<file path="src/hw/ssw_consts.svh">
/*
  Timing figures and counts for the supply supervisor and watchdog.
  Assumes the core clock runs at the rate given here.
*/
`ifndef SSW_CONSTS_SVH
`define SSW_CONSTS_SVH

// Core clock rate in MHz
`define SSW_CLK_MHZ      250
// Reset stretch time in ms
`define SSW_T_RST_MS     200
// Watchdog timeout period in ms
`define SSW_T_WD_MS      1600
// Cycles for a time in ms at the core clock rate
`define SSW_MS_CYC(ms)   ((ms) * `SSW_CLK_MHZ * 1000)
// Counter reset value
`define SSW_CNT_ZERO     32'h0
// Counter step
`define SSW_CNT_ONE      32'h1

`endif

</file>
<file path="src/hw/ssw_pkg.sv">
/*
  Types shared by the supply supervisor and watchdog modules.
  Assumes nothing beyond a SystemVerilog compiler.
*/
package ssw_pkg;

  // Counter word for the long timers
  typedef logic [31:0] ssw_cnt_t;

  // Reset stretch states, one-hot
  typedef enum logic [2:0] {
    SSW_ST_IDLE    = 3'b001,
    SSW_ST_HOLD    = 3'b010,
    SSW_ST_STRETCH = 3'b100
  } ssw_rst_state_e;

endpackage

</file>
<file path="src/hw/ssw_supervisor.sv">
/*
  Supply supervisor with watchdog: top of the block. Produces both
  reset polarities, the power-fail warning and the watchdog output.
  Assumes the analog comparators arrive as digital flags synchronous to
  mclk, and that the host toggles the kick input while it is healthy.

  // Overview of operation
  // - Manual reset input is active low and starts a reset pulse.
  // - Power-fail warning goes low while the comparator reports low voltage.
  // - Kick input constant for the full period sets the watchdog output low.
  // - Kick input left undriven disables the watchdog.
  // - Watchdog count clears on reset, undriven kick, or any kick edge.
  // - Reset output pulses low for the full stretch time when triggered.
  // - Reset stays low for as long as supply low is flagged.
  // - Reset stays low a stretch time after supply or manual release.
  // - Watchdog expiry never drives reset internally.
  // - Watchdog output stays low after expiry until a clear.
  // - Supply low forces watchdog output low, released with no delay.
  // - High reset output is the exact complement of the low one.
*/
`timescale 1ns/1ps
`default_nettype none
`include "ssw_consts.svh"

module ssw_supervisor #(
  // stretch and timeout counts, shortenable in simulation
  parameter ssw_pkg::ssw_cnt_t RST_CYC =
    32'(`SSW_MS_CYC(`SSW_T_RST_MS)),
  parameter ssw_pkg::ssw_cnt_t WD_CYC  =
    32'(`SSW_MS_CYC(`SSW_T_WD_MS)),
  // Low: standard threshold flag; high: lower threshold flag
  parameter bit                LOW_THRESH = 1'b0,
  // Watchdog output present
  parameter bit                HAS_WDOG   = 1'b1,
  // Active-low reset output present
  parameter bit                HAS_RST_N  = 1'b1,
  // Active-high reset output present
  parameter bit                HAS_RST_P  = 1'b1
) (
  input  wire logic mclk,
  input  wire logic rstn,
  input  wire logic clk_en,
  // Manual reset, active low
  input  wire logic manual_reset_n,
  // Supply below the standard threshold
  input  wire logic supply_low_std,
  // Supply below the lower threshold
  input  wire logic supply_low_lo,
  // Monitored voltage below its reference
  input  wire logic power_fail_sense_in,
  // Kick level from the host
  input  wire logic watchdog_kick_in,
  // Kick pin is undriven
  input  wire logic watchdog_kick_hiz,
  output logic      reset_out_n,
  output logic      reset_out,
  output logic      power_fail_warn_n,
  output logic      watchdog_expired_n
);
  import ssw_pkg::*;

  // Kick synchroniser and edge stage
  logic kick_s1_reg;
  logic kick_s1_next;
  logic kick_s2_reg;
  logic kick_s2_next;
  logic kick_s3_reg;
  logic kick_s3_next;
  logic kick_edge;

  // Output flops
  logic rst_n_reg;
  logic rst_n_next;
  logic rst_p_reg;
  logic rst_p_next;
  logic pfw_n_reg;
  logic pfw_n_next;
  logic expired_n_reg;
  logic expired_n_next;

  // Internal levels
  logic supply_low;
  logic rst_trig;
  logic rst_act;
  logic wd_expired;

  // threshold variant picks one supply flag
  assign supply_low = LOW_THRESH ? supply_low_lo : supply_low_std;

  // manual reset and supply low both trigger reset
  assign rst_trig = !manual_reset_n || supply_low;

  // Reset stretch timer
  ssw_reset_stretch #(
    .RST_CYC (RST_CYC)
  ) u_stretch (
    .mclk   (mclk),
    .rstn   (rstn),
    .clk_en (clk_en),
    .trig   (rst_trig),
    .active (rst_act)
  );

  // kick synchroniser; first stage feeds only the second
  always_comb begin
    kick_s1_next = watchdog_kick_in;
    kick_s2_next = kick_s1_reg;
    kick_s3_next = kick_s2_reg;
  end

  always_ff @(posedge mclk or negedge rstn) begin
    if (!rstn) begin
      kick_s1_reg <= 1'b0;
      kick_s2_reg <= 1'b0;
      kick_s3_reg <= 1'b0;
    end else if (clk_en) begin
      kick_s1_reg <= kick_s1_next;
      kick_s2_reg <= kick_s2_next;
      kick_s3_reg <= kick_s3_next;
    end
  end

  // either direction of kick counts as an edge
  assign kick_edge = kick_s2_reg ^ kick_s3_reg;

  // Watchdog timer, cleared while reset is asserted
  ssw_watchdog #(
    .WD_CYC (WD_CYC)
  ) u_wdog (
    .mclk       (mclk),
    .rstn       (rstn),
    .clk_en     (clk_en),
    .kick_edge  (kick_edge),
    .kick_hiz   (watchdog_kick_hiz),
    .rst_active (rst_act),
    .expired    (wd_expired)
  );

  // Absent outputs park at idle once out of reset, one rule shared by all optional pins
  function automatic logic ssw_park(
    input bit   present,
    input logic level,
    input logic idle
  );
    return present ? level : idle;
  endfunction

  // Output next values
  always_comb begin
    // both polarities from the same internal level
    rst_n_next = ssw_park(HAS_RST_N, !rst_act, 1'b1);
    rst_p_next = ssw_park(HAS_RST_P, rst_act, 1'b0);
    // comparator straight through, one flop of delay
    pfw_n_next = !power_fail_sense_in;
    // supply low forces the watchdog output, no stretch
    // expiry reaches only this pin, never the reset path
    expired_n_next = ssw_park(HAS_WDOG, !(wd_expired || supply_low), 1'b1);
  end

  // Outputs come from flops; reset shows reset asserted
  always_ff @(posedge mclk or negedge rstn) begin
    if (!rstn) begin
      rst_n_reg <= 1'b0;
      rst_p_reg <= 1'b1;
      pfw_n_reg <= 1'b1;
      expired_n_reg <= 1'b1;
    end else if (clk_en) begin
      rst_n_reg <= rst_n_next;
      rst_p_reg <= rst_p_next;
      pfw_n_reg <= pfw_n_next;
      expired_n_reg <= expired_n_next;
    end
  end

  assign reset_out_n        = rst_n_reg;
  assign reset_out          = rst_p_reg;
  assign power_fail_warn_n  = pfw_n_reg;
  assign watchdog_expired_n = expired_n_reg;

  // Checks on the pins and on internal levels

  property p_manual_asserts;
    @(posedge mclk) disable iff (!rstn)
      clk_en && !manual_reset_n && HAS_RST_N |=> !reset_out_n;
  endproperty
  a_manual_asserts: assert property (p_manual_asserts) // Manual
    else $error("manual reset did not assert reset");

  property p_power_fail;
    @(posedge mclk) disable iff (!rstn)
      clk_en |=> power_fail_warn_n == !$past(power_fail_sense_in);
  endproperty
  a_power_fail: assert property (p_power_fail) // Warning
    else $error("power-fail warning does not follow comparator");

  property p_complement;
    @(posedge mclk) disable iff (!rstn)
      HAS_RST_N && HAS_RST_P |-> reset_out == !reset_out_n;
  endproperty
  a_complement: assert property (p_complement) // Polarity
    else $error("reset outputs are not complements");

  property p_low_line_wd;
    @(posedge mclk) disable iff (!rstn)
      clk_en && supply_low && HAS_WDOG |=> !watchdog_expired_n;
  endproperty
  a_low_line_wd: assert property (p_low_line_wd) // Low line
    else $error("watchdog output high during supply low");

  property p_low_line_release;
    @(posedge mclk) disable iff (!rstn)
      clk_en && !supply_low && !wd_expired |=> watchdog_expired_n;
  endproperty
  a_low_line_release: assert property (p_low_line_release) // Free
    else $error("watchdog output not released after supply ok");

  property p_no_wd_reset;
    @(posedge mclk) disable iff (!rstn)
      clk_en && wd_expired && !rst_act |=> reset_out_n;
  endproperty
  a_no_wd_reset: assert property (p_no_wd_reset) // Isolated
    else $error("watchdog expiry asserted reset internally");

  property p_supply_holds;
    @(posedge mclk) disable iff (!rstn)
      clk_en && supply_low && HAS_RST_N |=> !reset_out_n;
  endproperty
  a_supply_holds: assert property (p_supply_holds) // Supply
    else $error("reset released while supply low");

  property p_kick_edge;
    @(posedge mclk) disable iff (!rstn)
      clk_en && kick_s1_reg != kick_s2_reg ##1 clk_en |-> kick_edge;
  endproperty
  a_kick_edge: assert property (p_kick_edge) // Sync
    else $error("kick edge not seen two cycles after input change");

  // Enable low is a full stall, so no pin may move
  property p_freeze;
    @(posedge mclk) disable iff (!rstn)
      !clk_en |=> $stable(reset_out_n) && $stable(reset_out)
        && $stable(power_fail_warn_n) && $stable(watchdog_expired_n);
  endproperty
  a_freeze: assert property (p_freeze) // Enable
    else $error("outputs moved while clock enable low");

  property p_expiry_pin;
    @(posedge mclk) disable iff (!rstn)
      clk_en && wd_expired && HAS_WDOG |=> !watchdog_expired_n;
  endproperty
  a_expiry_pin: assert property (p_expiry_pin) // Timeout
    else $error("watchdog output high after expiry");

  property p_rst_act_pin;
    @(posedge mclk) disable iff (!rstn)
      clk_en && rst_act && HAS_RST_N |=> !reset_out_n;
  endproperty
  a_rst_act_pin: assert property (p_rst_act_pin) // Pulse
    else $error("reset released during pulse");

  property p_rst_idle_pin;
    @(posedge mclk) disable iff (!rstn)
      clk_en && !rst_act |=> reset_out_n;
  endproperty
  a_rst_idle_pin: assert property (p_rst_idle_pin) // Pulse end
    else $error("reset held after pulse ended");

  // Release of a trigger must not release the pin at once
  property p_trig_stretch;
    @(posedge mclk) disable iff (!rstn)
      clk_en && rst_trig ##1 clk_en && !rst_trig && HAS_RST_N
        |=> !reset_out_n;
  endproperty
  a_trig_stretch: assert property (p_trig_stretch) // Stretch
    else $error("reset released without stretch");

  property p_rst_clears_wd;
    @(posedge mclk) disable iff (!rstn)
      clk_en && rst_act |=> !wd_expired;
  endproperty
  a_rst_clears_wd: assert property (p_rst_clears_wd) // Clear
    else $error("watchdog expired while reset asserted");

  property p_hiz_pin;
    @(posedge mclk) disable iff (!rstn)
      clk_en && watchdog_kick_hiz ##1 clk_en && !supply_low
        |=> watchdog_expired_n;
  endproperty
  a_hiz_pin: assert property (p_hiz_pin) // Off
    else $error("watchdog output low with kick undriven");

  property p_hiz_no_expiry;
    @(posedge mclk) disable iff (!rstn)
      clk_en && watchdog_kick_hiz |=> !wd_expired;
  endproperty
  a_hiz_no_expiry: assert property (p_hiz_no_expiry) // Off
    else $error("watchdog expired with kick undriven");

  property p_rst_high;
    @(posedge mclk) disable iff (!rstn)
      clk_en && rst_act && HAS_RST_P |=> reset_out;
  endproperty
  a_rst_high: assert property (p_rst_high) // High
    else $error("high reset output not asserted");

  property p_power_fail_low;
    @(posedge mclk) disable iff (!rstn)
      clk_en && power_fail_sense_in |=> !power_fail_warn_n;
  endproperty
  a_power_fail_low: assert property (p_power_fail_low) // Low
    else $error("power-fail warning not low");

endmodule
`default_nettype wire

</file>
<file path="src/hw/ssw_reset_stretch.sv">
/*
  Reset stretcher: holds reset while the trigger is high, then for a
  further RST_CYC cycles. Comes out of its own reset stretching.
  Assumes the trigger is synchronous to mclk.
*/
`timescale 1ns/1ps
`default_nettype none
`include "ssw_consts.svh"

module ssw_reset_stretch #(
  parameter ssw_pkg::ssw_cnt_t RST_CYC = 32'(`SSW_MS_CYC(`SSW_T_RST_MS))
) (
  input  wire logic mclk,
  input  wire logic rstn,
  input  wire logic clk_en,
  input  wire logic trig,
  output logic      active
);
  import ssw_pkg::*;

  ssw_rst_state_e state_reg;
  ssw_rst_state_e state_next;
  ssw_cnt_t       cnt_reg;
  ssw_cnt_t       cnt_next;

  always_comb begin
    state_next = state_reg;
    cnt_next   = cnt_reg;
    unique case (state_reg)
      SSW_ST_IDLE: begin
        if (trig) begin
          state_next = SSW_ST_HOLD;
        end
      end
      SSW_ST_HOLD: begin
        cnt_next = `SSW_CNT_ZERO;
        if (!trig) begin
          state_next = SSW_ST_STRETCH;
        end
      end
      SSW_ST_STRETCH: begin
        if (trig) begin
          state_next = SSW_ST_HOLD;
          cnt_next   = `SSW_CNT_ZERO;
        end else if (cnt_reg == RST_CYC - `SSW_CNT_ONE) begin
          state_next = SSW_ST_IDLE;
          cnt_next   = `SSW_CNT_ZERO;
        end else begin
          cnt_next = cnt_reg + `SSW_CNT_ONE;
        end
      end
    endcase
  end

  // Power-up counts as a trigger, so reset leaves us stretching
  always_ff @(posedge mclk or negedge rstn) begin
    if (!rstn) begin
      state_reg <= SSW_ST_STRETCH;
      cnt_reg   <= `SSW_CNT_ZERO;
    end else if (clk_en) begin
      state_reg <= state_next;
      cnt_reg   <= cnt_next;
    end
  end

  assign active = trig || (state_reg != SSW_ST_IDLE);

  property p_hold_on_trig;
    @(posedge mclk) disable iff (!rstn)
      clk_en && trig |=> state_reg == SSW_ST_HOLD;
  endproperty
  a_hold_on_trig: assert property (p_hold_on_trig) // Hold
    else $error("reset not held while triggered");

  property p_stretch_start;
    @(posedge mclk) disable iff (!rstn)
      clk_en && !trig && state_reg == SSW_ST_HOLD
        |=> state_reg == SSW_ST_STRETCH && cnt_reg == `SSW_CNT_ZERO;
  endproperty
  a_stretch_start: assert property (p_stretch_start) // Start
    else $error("stretch did not start on release");

  property p_stretch_end;
    @(posedge mclk) disable iff (!rstn)
      clk_en && !trig && state_reg == SSW_ST_STRETCH
        && cnt_reg == RST_CYC - `SSW_CNT_ONE
        |=> state_reg == SSW_ST_IDLE;
  endproperty
  a_stretch_end: assert property (p_stretch_end) // Length
    else $error("stretch did not end at full count");

endmodule
`default_nettype wire

</file>
<file path="src/hw/ssw_watchdog.sv">
/*
  Watchdog timer: counts cycles without a kick edge and flags expiry
  at WD_CYC. Any clear condition empties the count and drops the flag.
  Assumes edge, undriven flag and reset level are synchronous to mclk.
*/
`timescale 1ns/1ps
`default_nettype none
`include "ssw_consts.svh"

module ssw_watchdog #(
  parameter ssw_pkg::ssw_cnt_t WD_CYC = 32'(`SSW_MS_CYC(`SSW_T_WD_MS))
) (
  input  wire logic mclk,
  input  wire logic rstn,
  input  wire logic clk_en,
  input  wire logic kick_edge,
  input  wire logic kick_hiz,
  input  wire logic rst_active,
  output logic      expired
);
  import ssw_pkg::*;

  ssw_cnt_t cnt_reg;
  ssw_cnt_t cnt_next;
  logic     exp_reg;
  logic     exp_next;
  logic     clr;

  assign clr = kick_edge || kick_hiz || rst_active;

  // timeout count; flag stays until cleared
  always_comb begin
    cnt_next = cnt_reg;
    exp_next = exp_reg;
    if (clr) begin
      cnt_next = `SSW_CNT_ZERO;
      exp_next = 1'b0;
    end else if (cnt_reg == WD_CYC - `SSW_CNT_ONE) begin
      exp_next = 1'b1;
    end else begin
      cnt_next = cnt_reg + `SSW_CNT_ONE;
    end
  end

  always_ff @(posedge mclk or negedge rstn) begin
    if (!rstn) begin
      cnt_reg <= `SSW_CNT_ZERO;
      exp_reg <= 1'b0;
    end else if (clk_en) begin
      cnt_reg <= cnt_next;
      exp_reg <= exp_next;
    end
  end

  assign expired = exp_reg;

  property p_timeout;
    @(posedge mclk) disable iff (!rstn)
      clk_en && !clr && cnt_reg == WD_CYC - `SSW_CNT_ONE |=> exp_reg;
  endproperty
  a_timeout: assert property (p_timeout) // Expiry
    else $error("watchdog did not expire at full count");

  property p_no_early;
    @(posedge mclk) disable iff (!rstn)
      clk_en && !exp_reg && cnt_reg != WD_CYC - `SSW_CNT_ONE |=> !exp_reg;
  endproperty
  a_no_early: assert property (p_no_early) // Early
    else $error("watchdog expired before full count");

  property p_edge_clears;
    @(posedge mclk) disable iff (!rstn)
      clk_en && kick_edge |=> cnt_reg == `SSW_CNT_ZERO && !exp_reg;
  endproperty
  a_edge_clears: assert property (p_edge_clears) // Kick
    else $error("kick edge did not clear watchdog");

  property p_hiz_off;
    @(posedge mclk) disable iff (!rstn)
      clk_en && kick_hiz [*2] |-> cnt_reg == `SSW_CNT_ZERO && !exp_reg;
  endproperty
  a_hiz_off: assert property (p_hiz_off) // Disabled
    else $error("watchdog ran with kick undriven");

  property p_sticky;
    @(posedge mclk) disable iff (!rstn)
      clk_en && exp_reg && !clr |=> exp_reg;
  endproperty
  a_sticky: assert property (p_sticky) // Sticky
    else $error("expiry dropped without a clear");

endmodule
`default_nettype wire

</file>
<file path="config.mk">
export PLATFORM = sky130hd
export DESIGN_NAME = ssw_supervisor
export DESIGN_NICKNAME = d
export VERILOG_FILES = /design/src/hw/ssw_pkg.sv /design/src/hw/ssw_supervisor.sv /design/src/hw/ssw_reset_stretch.sv /design/src/hw/ssw_watchdog.sv
export VERILOG_INCLUDE_DIRS = /design/src /design/src/hw
export SDC_FILE = /design/constraint.sdc
export NUM_CORES = 1
export LEC_CHECK = 0
export BUFFER_PORTS_ARGS = -buffer_cell sky130_fd_sc_hd__buf_2
export CAP_MARGIN = 20
export CORE_MARGIN = 4
export CORE_UTILIZATION = 33
export DETAILED_ROUTE_END_ITERATION = 6
export GPL_TIMING_DRIVEN = 0
export PLACE_DENSITY = 0.5
export REMOVE_ABC_BUFFERS = 1
export SETUP_SLACK_MARGIN = 0.15
export SLEW_MARGIN = 0
export SYNTH_ARGS = -nofsm -noshare
export SYNTH_HDL_FRONTEND = slang
export SYNTH_SLANG_ARGS = --single-unit
</file>
<file path="constraint.sdc">
create_clock -name mclk -period 2.5 [get_ports mclk]
set_clock_uncertainty 0.05 [all_clocks]
set_input_delay 0.125 -clock mclk [delete_from_list [all_inputs] [get_ports mclk]]
set_output_delay 0.125 -clock mclk [all_outputs]
set_load 0.03 [all_outputs]
</file>
; Word level (Yosys, flattened, before mapping)
; Index checks and enable logic that the tools add are counted.
[word_totals]
ff_bits = 75
latchBits = 0
ramBits = 0
romBits = 0
input_bits = 9
out_inout_bits = 4
wordCells = 51
n_memories = 0
[classes]
add_sub_neg = 2
multipliers = 0
div_mod_pow = 0
magnitude_cmp = 0
n_eq_ne = 10
shifts = 0
n_mux = 12
bitwise_logic = 1
n_reduce_logical = 15
[op_table]
columns = op, n
row1 = $mux W32, 4
row2 = $add A32 B1 Y32 const B, 2
row3 = $pmux W32 S2, 1
row4 = $eq A32 B26 Y1 const B, 1
row5 = $eq A32 B29 Y1 const B, 1
row6 = $mux W3, 4
row7 = $pmux W3 S3, 1
row8 = $ne A3 B1 Y1 const B, 2
row9 = $reduce_and A2 Y1, 3
row10 = $logic_or A1 B1 Y1, 5
row11 = $logic_not A1 Y1, 4
row12 = $ne A2 B1 Y1 const B, 2
row13 = $reduce_and A4 Y1, 1
row14 = $reduce_bool A2 Y1, 2
row15 = $eq A3 B1 Y1 const B, 1
row16 = $eq A3 B2 Y1 const B, 1
row17 = $eq A3 B3 Y1 const B, 1
row18 = $mux W1, 2
row19 = $ne A2 B2 Y1 const B, 1
row20 = $xor A1 B1 Y1, 1

; Depth between registers and ports, before layout
; Gate-level depths: netlist (run 1).
[depth]
depth_word = 6
mapped_depth = 7
ltp_nobuf = 6

; Modules after synthesis
; A second synthesis (run 1) with hierarchy kept.
[hier_totals]
cells_unflattened = 435
hier_area_um2 = 4187.8
[modules_own_cells]
columns = module, n_inst, cells_per_inst, area_each_um2, seq_area_each_um2
row1 = ssw_watchdog, 1, 217, 2006.9, 825.8
row2 = ssw_reset_stretch, 1, 198, 1874.3, 877.1
row3 = ssw_supervisor, 1, 20, 306.5, 178.9

; Worst setup path before layout (run 1)
; Ideal clock, no wire load.
[synth_timing]
path_type = flip-flop to flip-flop
start = reg u_wdog.cnt_reg[0]
end = reg u_wdog.cnt_reg[4]
setup_ns = 0.140
t_arrival_ns = 1.876
required_ns = 2.310
setup_slack_ns = 0.433
path_stages_with_launch = 8
n_path_buf = 1
synth_period_minus_slack_ns = 2.067
path_cell_list = dfrtp_1 ha_1 nand3_1 or3_4 o31ai_4 buf_2 or3_1 a21oi_1
[synth_between]
elab_chain_cells = 3
word_cells_on_any_way = 6
cone_classes = add/sub: 1 / eq/ne: 2 / mux: 2 / reduce/logical: 1
[synth_lines]
columns = element, line_no
row1 = start: declaration, ssw_watchdog.sv:23  ; ssw_cnt_t cnt_reg;
row2 = start signal: assignment, ssw_watchdog.sv:47  ; cnt_reg <= `SSW_CNT_ZERO;
row3 = start signal: assignment, ssw_watchdog.sv:50  ; cnt_reg <= cnt_next;
row4 = $add A32 B1 Y32 (no source line) / $eq A32 B29 Y1 (equally long branches), --
row5 = $mux W32 / $ne A2 B1 Y1 (equally long branches), --
row6 = $mux W32 / $reduce_and A2 Y1 (equally long branches), --
; Parallel ways exist; a longest one is shown, timed or not. The select of a mux whose other input is x is not followed.
; A chain may end at the register's enable or synchronous reset.

; Worst setup path after layout (run 1)
[layout_timing]
start = in supply_low_std
end = reg u_wdog.cnt_reg[10]
[layout_between]
elab_chain_cells = 5
word_cells_on_any_way = 6
cone_classes = eq/ne: 1 / mux: 1 / reduce/logical: 4
[layout_lines]
columns = element, line_no
row1 = start: declaration, ssw_supervisor.sv:46  ; input wire logic supply_low_std,
row2 = $logic_or A1 B1 Y1 *, ssw_supervisor.sv:91  ; assign rst_trig = !manual_reset_n || supply_low;
row3 = $logic_or A1 B1 Y1 *, ssw_reset_stretch.sv:66  ; assign active = trig || (state_reg != SSW_ST_IDLE);
row4 = $logic_or A1 B1 Y1 *, ssw_watchdog.sv:29  ; assign clr = kick_edge || kick_hiz || rst_active;
row5 = $ne A2 B1 Y1 (no source line), --
row6 = $reduce_and A2 Y1 (no source line), --
; Mark *: on every way between the ends. The rest lies on a longest branch, timed or not.

==> results.py, run 1 <==
metrics = {
    "status": {
        "outcome": "finished, final reports clean",
    },
    "sta": {
        "setup_viol": 0,
        "clock.fmax_mhz": 450,
        "period_needed_ps": 2220,
        "finalSetupTns_ps": 0,
        "worst_slack_ps": 278,
        "worst_hold_slack_ps": 98.6,
        "period_share_pct": 88.9,
        "relSlewSlack_pct": 53.9,
        "worst_pin_slew_ps": 686,
        "hold_viol": 0,
        "rsz0062_at_grt": "yes",
        "maxSlewViolCount": 0,
    },
    "global_route": {
        "grt_max_degree": 48,
        "grt_use_total_pct": 13.5,
        "top_usage_layer": "met2",
        "grt_antenna_before_repair": 0,
        "grt_pass1_wl_um": 15500,
        "use_met2_pct": 21.1,
        "grt_pass1_vias": 3148,
        "grtUsageMet3_pct": 2.26,
        "grt-ovfl-total": 0,
        "use_met1_pct": 18.3,
    },
    "worst_setup_path": {
        "crit_fanout": 21,
        "worst_setup_path_end_kind": "flop",
        "cp.arrival_ps": 2450,
        "startpoint_type": "primary input",
        "cp_slowest_stage_delay_ps": 530,
        "crit_type": "primary input to flop",
        "cp_slowest_cell": "dlygate4sd3_1",
        "rr_worst_depth": 6,
        "r2r-start": "u_stretch.state_reg[1]$_DFFE_PN0P_",
        "worstPathCellList": "dlygate4sd3_1 > buf_2 > or3b_4 > nor4_4 > nor2_4 > buf_16 > or4_1 > nand2_1",
        "crit_required_ps": 2730,
        "critical_path.startpoint": "supply_low_std",
    },
    "synthesis": {
        "synth_edf_count": 0,
        "synth_compound_area_share_pct": 10.1,
        "avgSynthCellArea_um2": 9.29,
        "synth-async-reset-ratio_pct": 100,
        "synth_xor_area_share_pct": 8.57,
        "synthSimpleGateAreaFrac_pct": 30.0,
        "synth_adder_area_share_pct": 0.628,
        "syn_area_um2": 3980,
        "synth_mux_area_share_pct": 1.13,
        "synth_flop_cell": "dfrtp_1",
        "synth.distinct_cells": 49,
        "ys_ff_latch": 75,
        "synth_warnings": 0,
        "synth_top_family_by_area": "simple AND/OR/NAND/NOR gates",
        "seq_area_frac_synth_pct": 47.2,
        "synth_cells": 429,
    },
    "finish": {
        "final_cells": 603,
        "diodes": 0,
        "final_nets": 466,
        "drive_gt1_share_pct": 14.6,
        "syn2layout_area_growth_pct": 20.0,
    },
    "min_path": {
        "holdPathStages": 3,
        "hold_class": "primary input to flop",
        "worstHoldStart": "manual_reset_n",
    },
    "routing": {
        "drt_wl_total_um": 8960,
        "vias": 3232,
        "drc": 0,
        "detail_route.wl_per_cell_um": 14.9,
        "first_pass_iters": 4,
        "initialDrtViolationCount": 150,
        "routed_via_density": 5.36,
        "drtAntennaViolNets": 0,
    },
    "run": {
        "drv_cap": 0,
    },
    "placed_design": {
        "port_buffers": 11,
        "dp_slack_ps": -189,
        "dp_cells": 574,
        "gp_congestion": 0.770,
        "place_hpwl_um": 6060,
    },
    "clock_network": {
        "path_clk_slew_ps": 60,
        "cts_tree": "built",
        "cts_buffers": 9,
        "cts_buffer_depth": 2,
        "clock_sinks": 75,
        "clock_latency_ps": 340,
        "cts_root_buffer": "clkbuf_16",
        "cts.htree.levels": 3,
    },
    "floorplanning": {
        "pin_count": 13,
        "rows": 39,
        "fp.dieW_um": 118,
        "die_h_um": 118,
        "core_um2": 11600,
        "die_area_um2": 13900,
        "initial_utilization_pct": 34.3,
    },
    "power": {
        "ir_worst_vdd_uv": 352,
        "power.density_nw_per_um2": 643,
        "p_leak_nw": 1.92,
    },
}
-- logic make-up (layout without fill, tap and decap cells) --
family / Yosys count / count (layout)
adder cells (fa/ha/maj): 2 / 2
multiplexers: 4 / 4
AND/OR/NAND/NOR: 221 / 221
buffers and inverters: 21 / 51
AO/OA/AOI/OAI: 67 / 68
XOR/XNOR: 39 / 39
flip-flops: 75 / 75
-- through the flow --
stage	cell area, µm²	power, mW	util [%]
6_report	4780	3.07	41.2
5_1_grt	4780	3.22	41.2
4_1_cts	4720	3.08	40.6
3_3_place_gp	4150	1.55	35.7
3_5_place_dp	4250	1.58	36.6
2_1_floorplan	3920	1.45	-
-- Yosys cell counts, types with 4 or more instances --
cell type / count / area [µm²]
a21oi_1: 23 / 115
and2_1: 4 / 25.0
and3_1: 6 / 37.5
and4_1: 4 / 35.0
buf_2: 6 / 30.0
clkbuf_1: 7 / 26.3
dfrtp_1: 71 / 1780
dfstp_2: 4 / 105
inv_1: 7 / 26.3
mux2_2: 4 / 45.0
nand2_1: 31 / 116
nand2b_1: 4 / 25.0
nand3_1: 36 / 180
nand4_1: 29 / 181
nor2_1: 51 / 191
nor3_1: 8 / 40.0
nor4_1: 10 / 62.6
o21ai_0: 25 / 125
or3_1: 13 / 81.3
xnor2_1: 6 / 52.6
xor2_1: 33 / 289
-- worst paths after layout --
check                      slack [ps]                            endpoint
max reg2reg                       300      u_wdog.cnt_reg[10]$_DFFE_PN0P_
max in group asynchronous        1610    u_stretch.cnt_reg[5]$_DFFE_PN0P_
max                               280      u_wdog.cnt_reg[10]$_DFFE_PN0P_
min reg2reg                       380      watchdog_expired_n$_DFFE_PN1P_
min                               100  u_stretch.state_reg[1]$_DFFE_PN0P_
min in group asynchronous         220       u_wdog.cnt_reg[5]$_DFFE_PN0P_
-- worst max-delay path, delay by kind of cell --
family        cells  cell delay, ps
buf+inv           3             860
simple gates      5            1460
-- layout by cell type, fill, tap and decap left out, types with 7 or more instances in the layout --
cell	Yosys	layout
nor4_1	10	8
inv_1	7	7
nand4_1	29	29
or3_1	13	13
nor3_1	8	7
nand3_1	36	35
xor2_1	33	33
buf_2	6	10
o21ai_0	25	25
a21oi_1	23	23
clkbuf_16	0	9
dfrtp_1	71	70
nor2_1	51	50
nand2_1	31	31
buf_4	0	9
-- power by group --
part	switching, mW	internal, mW	total (mW)
logic	0.203	0.122	0.326
clock network	0.504	0.958	1.46
registers	0.0390	1.25	1.29
-- routing by layer --
layer | vias to the layer above | wire, µm
met3 | 13 | 298
met2 | 44 | 4030
met1 | 1563 | 4470
met4 | 0 | 170
li1 | 1612 | -
met5 | - | 0
-- final cells by class --
| class | instances | area (µm²) |
|---|---|---|
| Clock inverter | 3 | 68.8 |
| Clock buffer | 13 | 270 |
| Inverter | 7 | 26.3 |
| Fill cell | 1169 | 6830 |
| Timing Repair Buffer | 28 | 249 |
| Tap cell | 143 | 179 |
| Sequential cell | 75 | 1880 |
| Multi-Input combinational cell | 334 | 2100 |
-- repair_timing --
item	in CTS	in global routing
hold buffers	4	0
pin swaps	2	2
endpoints found under the setup margin	30	24
endpoints found under the hold margin	31	0
resized for setup	5	6
setup buffers	5	2
gates cloned	1	0
No activity file was read; power rests on OpenSTA's default activity.
==> inputs of run 2 (changes only) <==
CORE_UTILIZATION = 42   (was 33)
PLACE_DENSITY = 0.6   (was 0.5)
SYNTH_HIERARCHICAL = 1   (was unset)
==> run 2 against run 1 <==
  * Fmax fell by 3.7%
  * Non-clock buffer count up 8
  * Register-to-register slack worse by 110 ps
  * Synthesized area up 5.1%
  * Flip-flop and latch count stayed put
  * Design area increased by 2.7%
==> results.py, run 2 <==
metrics = {
    "status": {
        "outcome": "finished, final reports clean",
    },
    "sta": {
        "period_needed_ps": 2310,
        "worst_hold_slack_ps": 83.2,
        "rsz0062_at_grt": "yes",
        "period_share_pct": 92.3,
        "hold_viol": 0,
        "clock.fmax_mhz": 434,
        "relSlewSlack_pct": 46.0,
        "maxSlewViolCount": 0,
        "worst_pin_slew_ps": 805,
        "worst_slack_ps": 194,
        "setup_viol": 0,
    },
    "placed_design": {
        "port_buffers": 11,
        "dp_slack_ps": -308,
        "gp_congestion": 0.808,
        "place_hpwl_um": 6070,
        "dp_cells": 566,
    },
    "routing": {
        "drt_wl_total_um": 9830,
        "routed_via_density": 5.87,
        "wl_met3_um": 310,
        "met1Wirelength_um": 4590,
        "top_layer": "met4",
        "wl_met2_um": 4860,
        "drtAntennaViolNets": 0,
        "detail_route.wl_per_cell_um": 16.2,
        "first_pass_iters": 4,
        "vias": 3557,
        "drc": 0,
        "initialDrtViolationCount": 188,
    },
    "floorplanning": {
        "rows": 36,
        "die_area_um2": 11600,
        "initial_utilization_pct": 43.0,
        "pin_count": 13,
        "die_h_um": 108,
        "fp.dieW_um": 108,
        "core_um2": 9730,
    },
    "synthesis": {
        "synth_cells": 435,
        "synth_area_leaders": "dfrtp_1 42%, xor2_1 4.2%, nand3_1 3.7%",
        "synth_mux_area_share_pct": 2.03,
        "synthSimpleGateAreaFrac_pct": 30.3,
        "synth.distinct_cells": 56,
        "avgSynthCellArea_um2": 9.63,
        "yosysMostFrequentCell": "dfrtp_1",
        "synth_flop_cell": "dfrtp_1",
        "synth_edf_count": 0,
        "synth_compound_area_share_pct": 14.2,
        "synth_top_family_by_area": "simple AND/OR/NAND/NOR gates",
        "yosysTopAreaCell": "dfrtp_1",
        "ys_ff_latch": 75,
        "syn_area_um2": 4190,
        "synth_xor_area_share_pct": 5.23,
        "seq_area_frac_synth_pct": 44.9,
        "synth-async-reset-ratio_pct": 100,
        "synth_warnings": 6,
        "synthTopCellsByCount": "71 x dfrtp_1, 36 x nand2_1, 35 x nor2_1",
        "synth_adder_area_share_pct": 0.598,
        "yosysTopAreaCellShare_pct": 42.4,
    },
    "run": {
        "drv_cap": 0,
    },
    "global_route": {
        "grt_antenna_before_repair": 0,
        "grt_max_degree": 52,
        "grt_pass1_vias": 3458,
        "grt_pass1_wl_um": 17000,
        "grt_use_total_pct": 18.0,
        "grt-ovfl-total": 0,
    },
    "finish": {
        "syn2layout_area_growth_pct": 17.2,
        "final_cells": 606,
        "n_fill_cell": 916,
        "drive_gt1_share_pct": 20.7,
        "mostFrequentLayoutCells": "69 x dfrtp_1, 34 x nand2_1, 33 x nor2_1",
        "final_common_cell": "dfrtp_1",
        "final_util_pct": 50.5,
        "diodes": 0,
        "final_nets": 480,
    },
    "clock_network": {
        "path_clk_slew_ps": 90,
        "cts_tree": "built",
        "cts_buffers": 9,
        "cts_root_buffer": "clkbuf_8",
        "clock_latency_ps": 350,
        "cts.htree.levels": 3,
        "clock_sinks": 75,
        "cts_buffer_depth": 2,
    },
    "worst_setup_path": {
        "worst_setup_path_end_kind": "flop",
        "crit_type": "flop to flop",
        "startpoint_type": "flop",
        "cp.arrival_ps": 2490,
        "crit_required_ps": 2680,
        "crit_fanout": 6,
    },
    "power": {
        "p_leak_nw": 2.10,
        "p_clk_share_pct": 41.8,
        "ir_worst_vdd_uv": 271,
        "power.density_nw_per_um2": 506,
        "switchingPower_mw": 0.598,
        "pwr-share-comb_pct": 8.0,
        "switching_share_pct": 24.1,
        "internal-power_mw": 1.89,
        "pwr-share-seq_pct": 50.2,
    },
    "min_path": {
        "hold_class": "primary input to flop",
    },
}
-- run 2: cell types whose count changed after synthesis, sizes merged, moves of 7 or more --
cell and delta:
xor2 -13, nor3 +9, a21oi -7, and4 +8, and3 +11, nor2 -16
-- run 2: worst paths after layout --
path / slack, ps / to / cells after the start / startpoint
setup / recovery: 190 / u_wdog/cnt_reg[20]$_DFFE_PN0P_ / 5 / u_wdog/cnt_reg[21]$_DFFE_PN0P_
hold / removal: 80 / u_wdog/cnt_reg[6]$_DFFE_PN0P_ / 4 / watchdog_kick_hiz
setup reg to reg: 190 / u_wdog/cnt_reg[20]$_DFFE_PN0P_ / 5 / u_wdog/cnt_reg[21]$_DFFE_PN0P_
hold reg to reg: 420 / power_fail_warn_n$_DFFE_PN1P_ / 2 / power_fail_warn_n$_DFFE_PN1P_
max in group asynchronous: 1640 / u_wdog/cnt_reg[21]$_DFFE_PN0P_ / 3 / rstn
min in group asynchronous: 180 / u_stretch/cnt_reg[30]$_DFFE_PN0P_ / 2 / rstn
-- run 2: logic make-up (layout without fill, tap and decap cells) --
kind of cell,count (synthesis),after routing
and+or+nand+nor,219,220
AOI/OAI and AO/OA,85,86
DFF,75,75
xor gates and xnor gates,25,25
buffers and inverters,23,59
muxes,6,6
adders and majority gates,2,2
-- run 2: routing by layer --
metal | GRT usage, % | up-vias
met3 | 3.42 | 6
met1 | 23.8 | 1763
met5 | 0 | -
met4 | 4.87 | 0
li1 | - | 1731
met2 | 30.3 | 57
-- run 2: layout make-up --
class	count	area, µm²	share of cell area (%)
timing repair buffer	36	289	5.89
inverter	8	30.0	0.612
clock inverter	5	77.6	1.58
sequential	75	1880	38.4
clock buffer	10	138	2.80
multi-input combinational	339	2320	47.3
tap	133	166	3.39
-- run 2: metrics by stage --
stage	instance area, µm²	total power, mW	setup TNS, ps
after floorplan	4110	1.36	0
after global placement	4330	1.42	-13180
after detailed placement	4370	1.43	-3640
after CTS	4790	2.50	0
after global routing	4910	2.58	0
final	4910	2.49	0
-- run 2: timing repair --
item	CTS	global route
cloned	2	0
hold buffers	3	0
pin swaps	6	6
endpoints found under the hold margin	45	0
buffers inserted	10	10
setup endpoints to repair	49	26
resized for setup	16	12
-- run 2: power groups by stage --
| stage | clock network [mW] | logic (mW) | registers, mW |
|---|---|---|---|
| after global placement | 0 | 0.150 | 1.27 |
| after CTS | 1.07 | 0.188 | 1.25 |
| final | 1.04 | 0.200 | 1.25 |
| after detailed placement | 0 | 0.159 | 1.27 |
| after floorplan | 0 | 0.0789 | 1.28 |
| after global routing | 1.11 | 0.219 | 1.25 |
-- run 2: worst max-delay path, stage by stage, from the launching register on --
cell and delay [ps]:
dfrtp_2 420, nand2b_4 140, or4_4 490, or4_4 590, and4_4 210, a221o_2 280
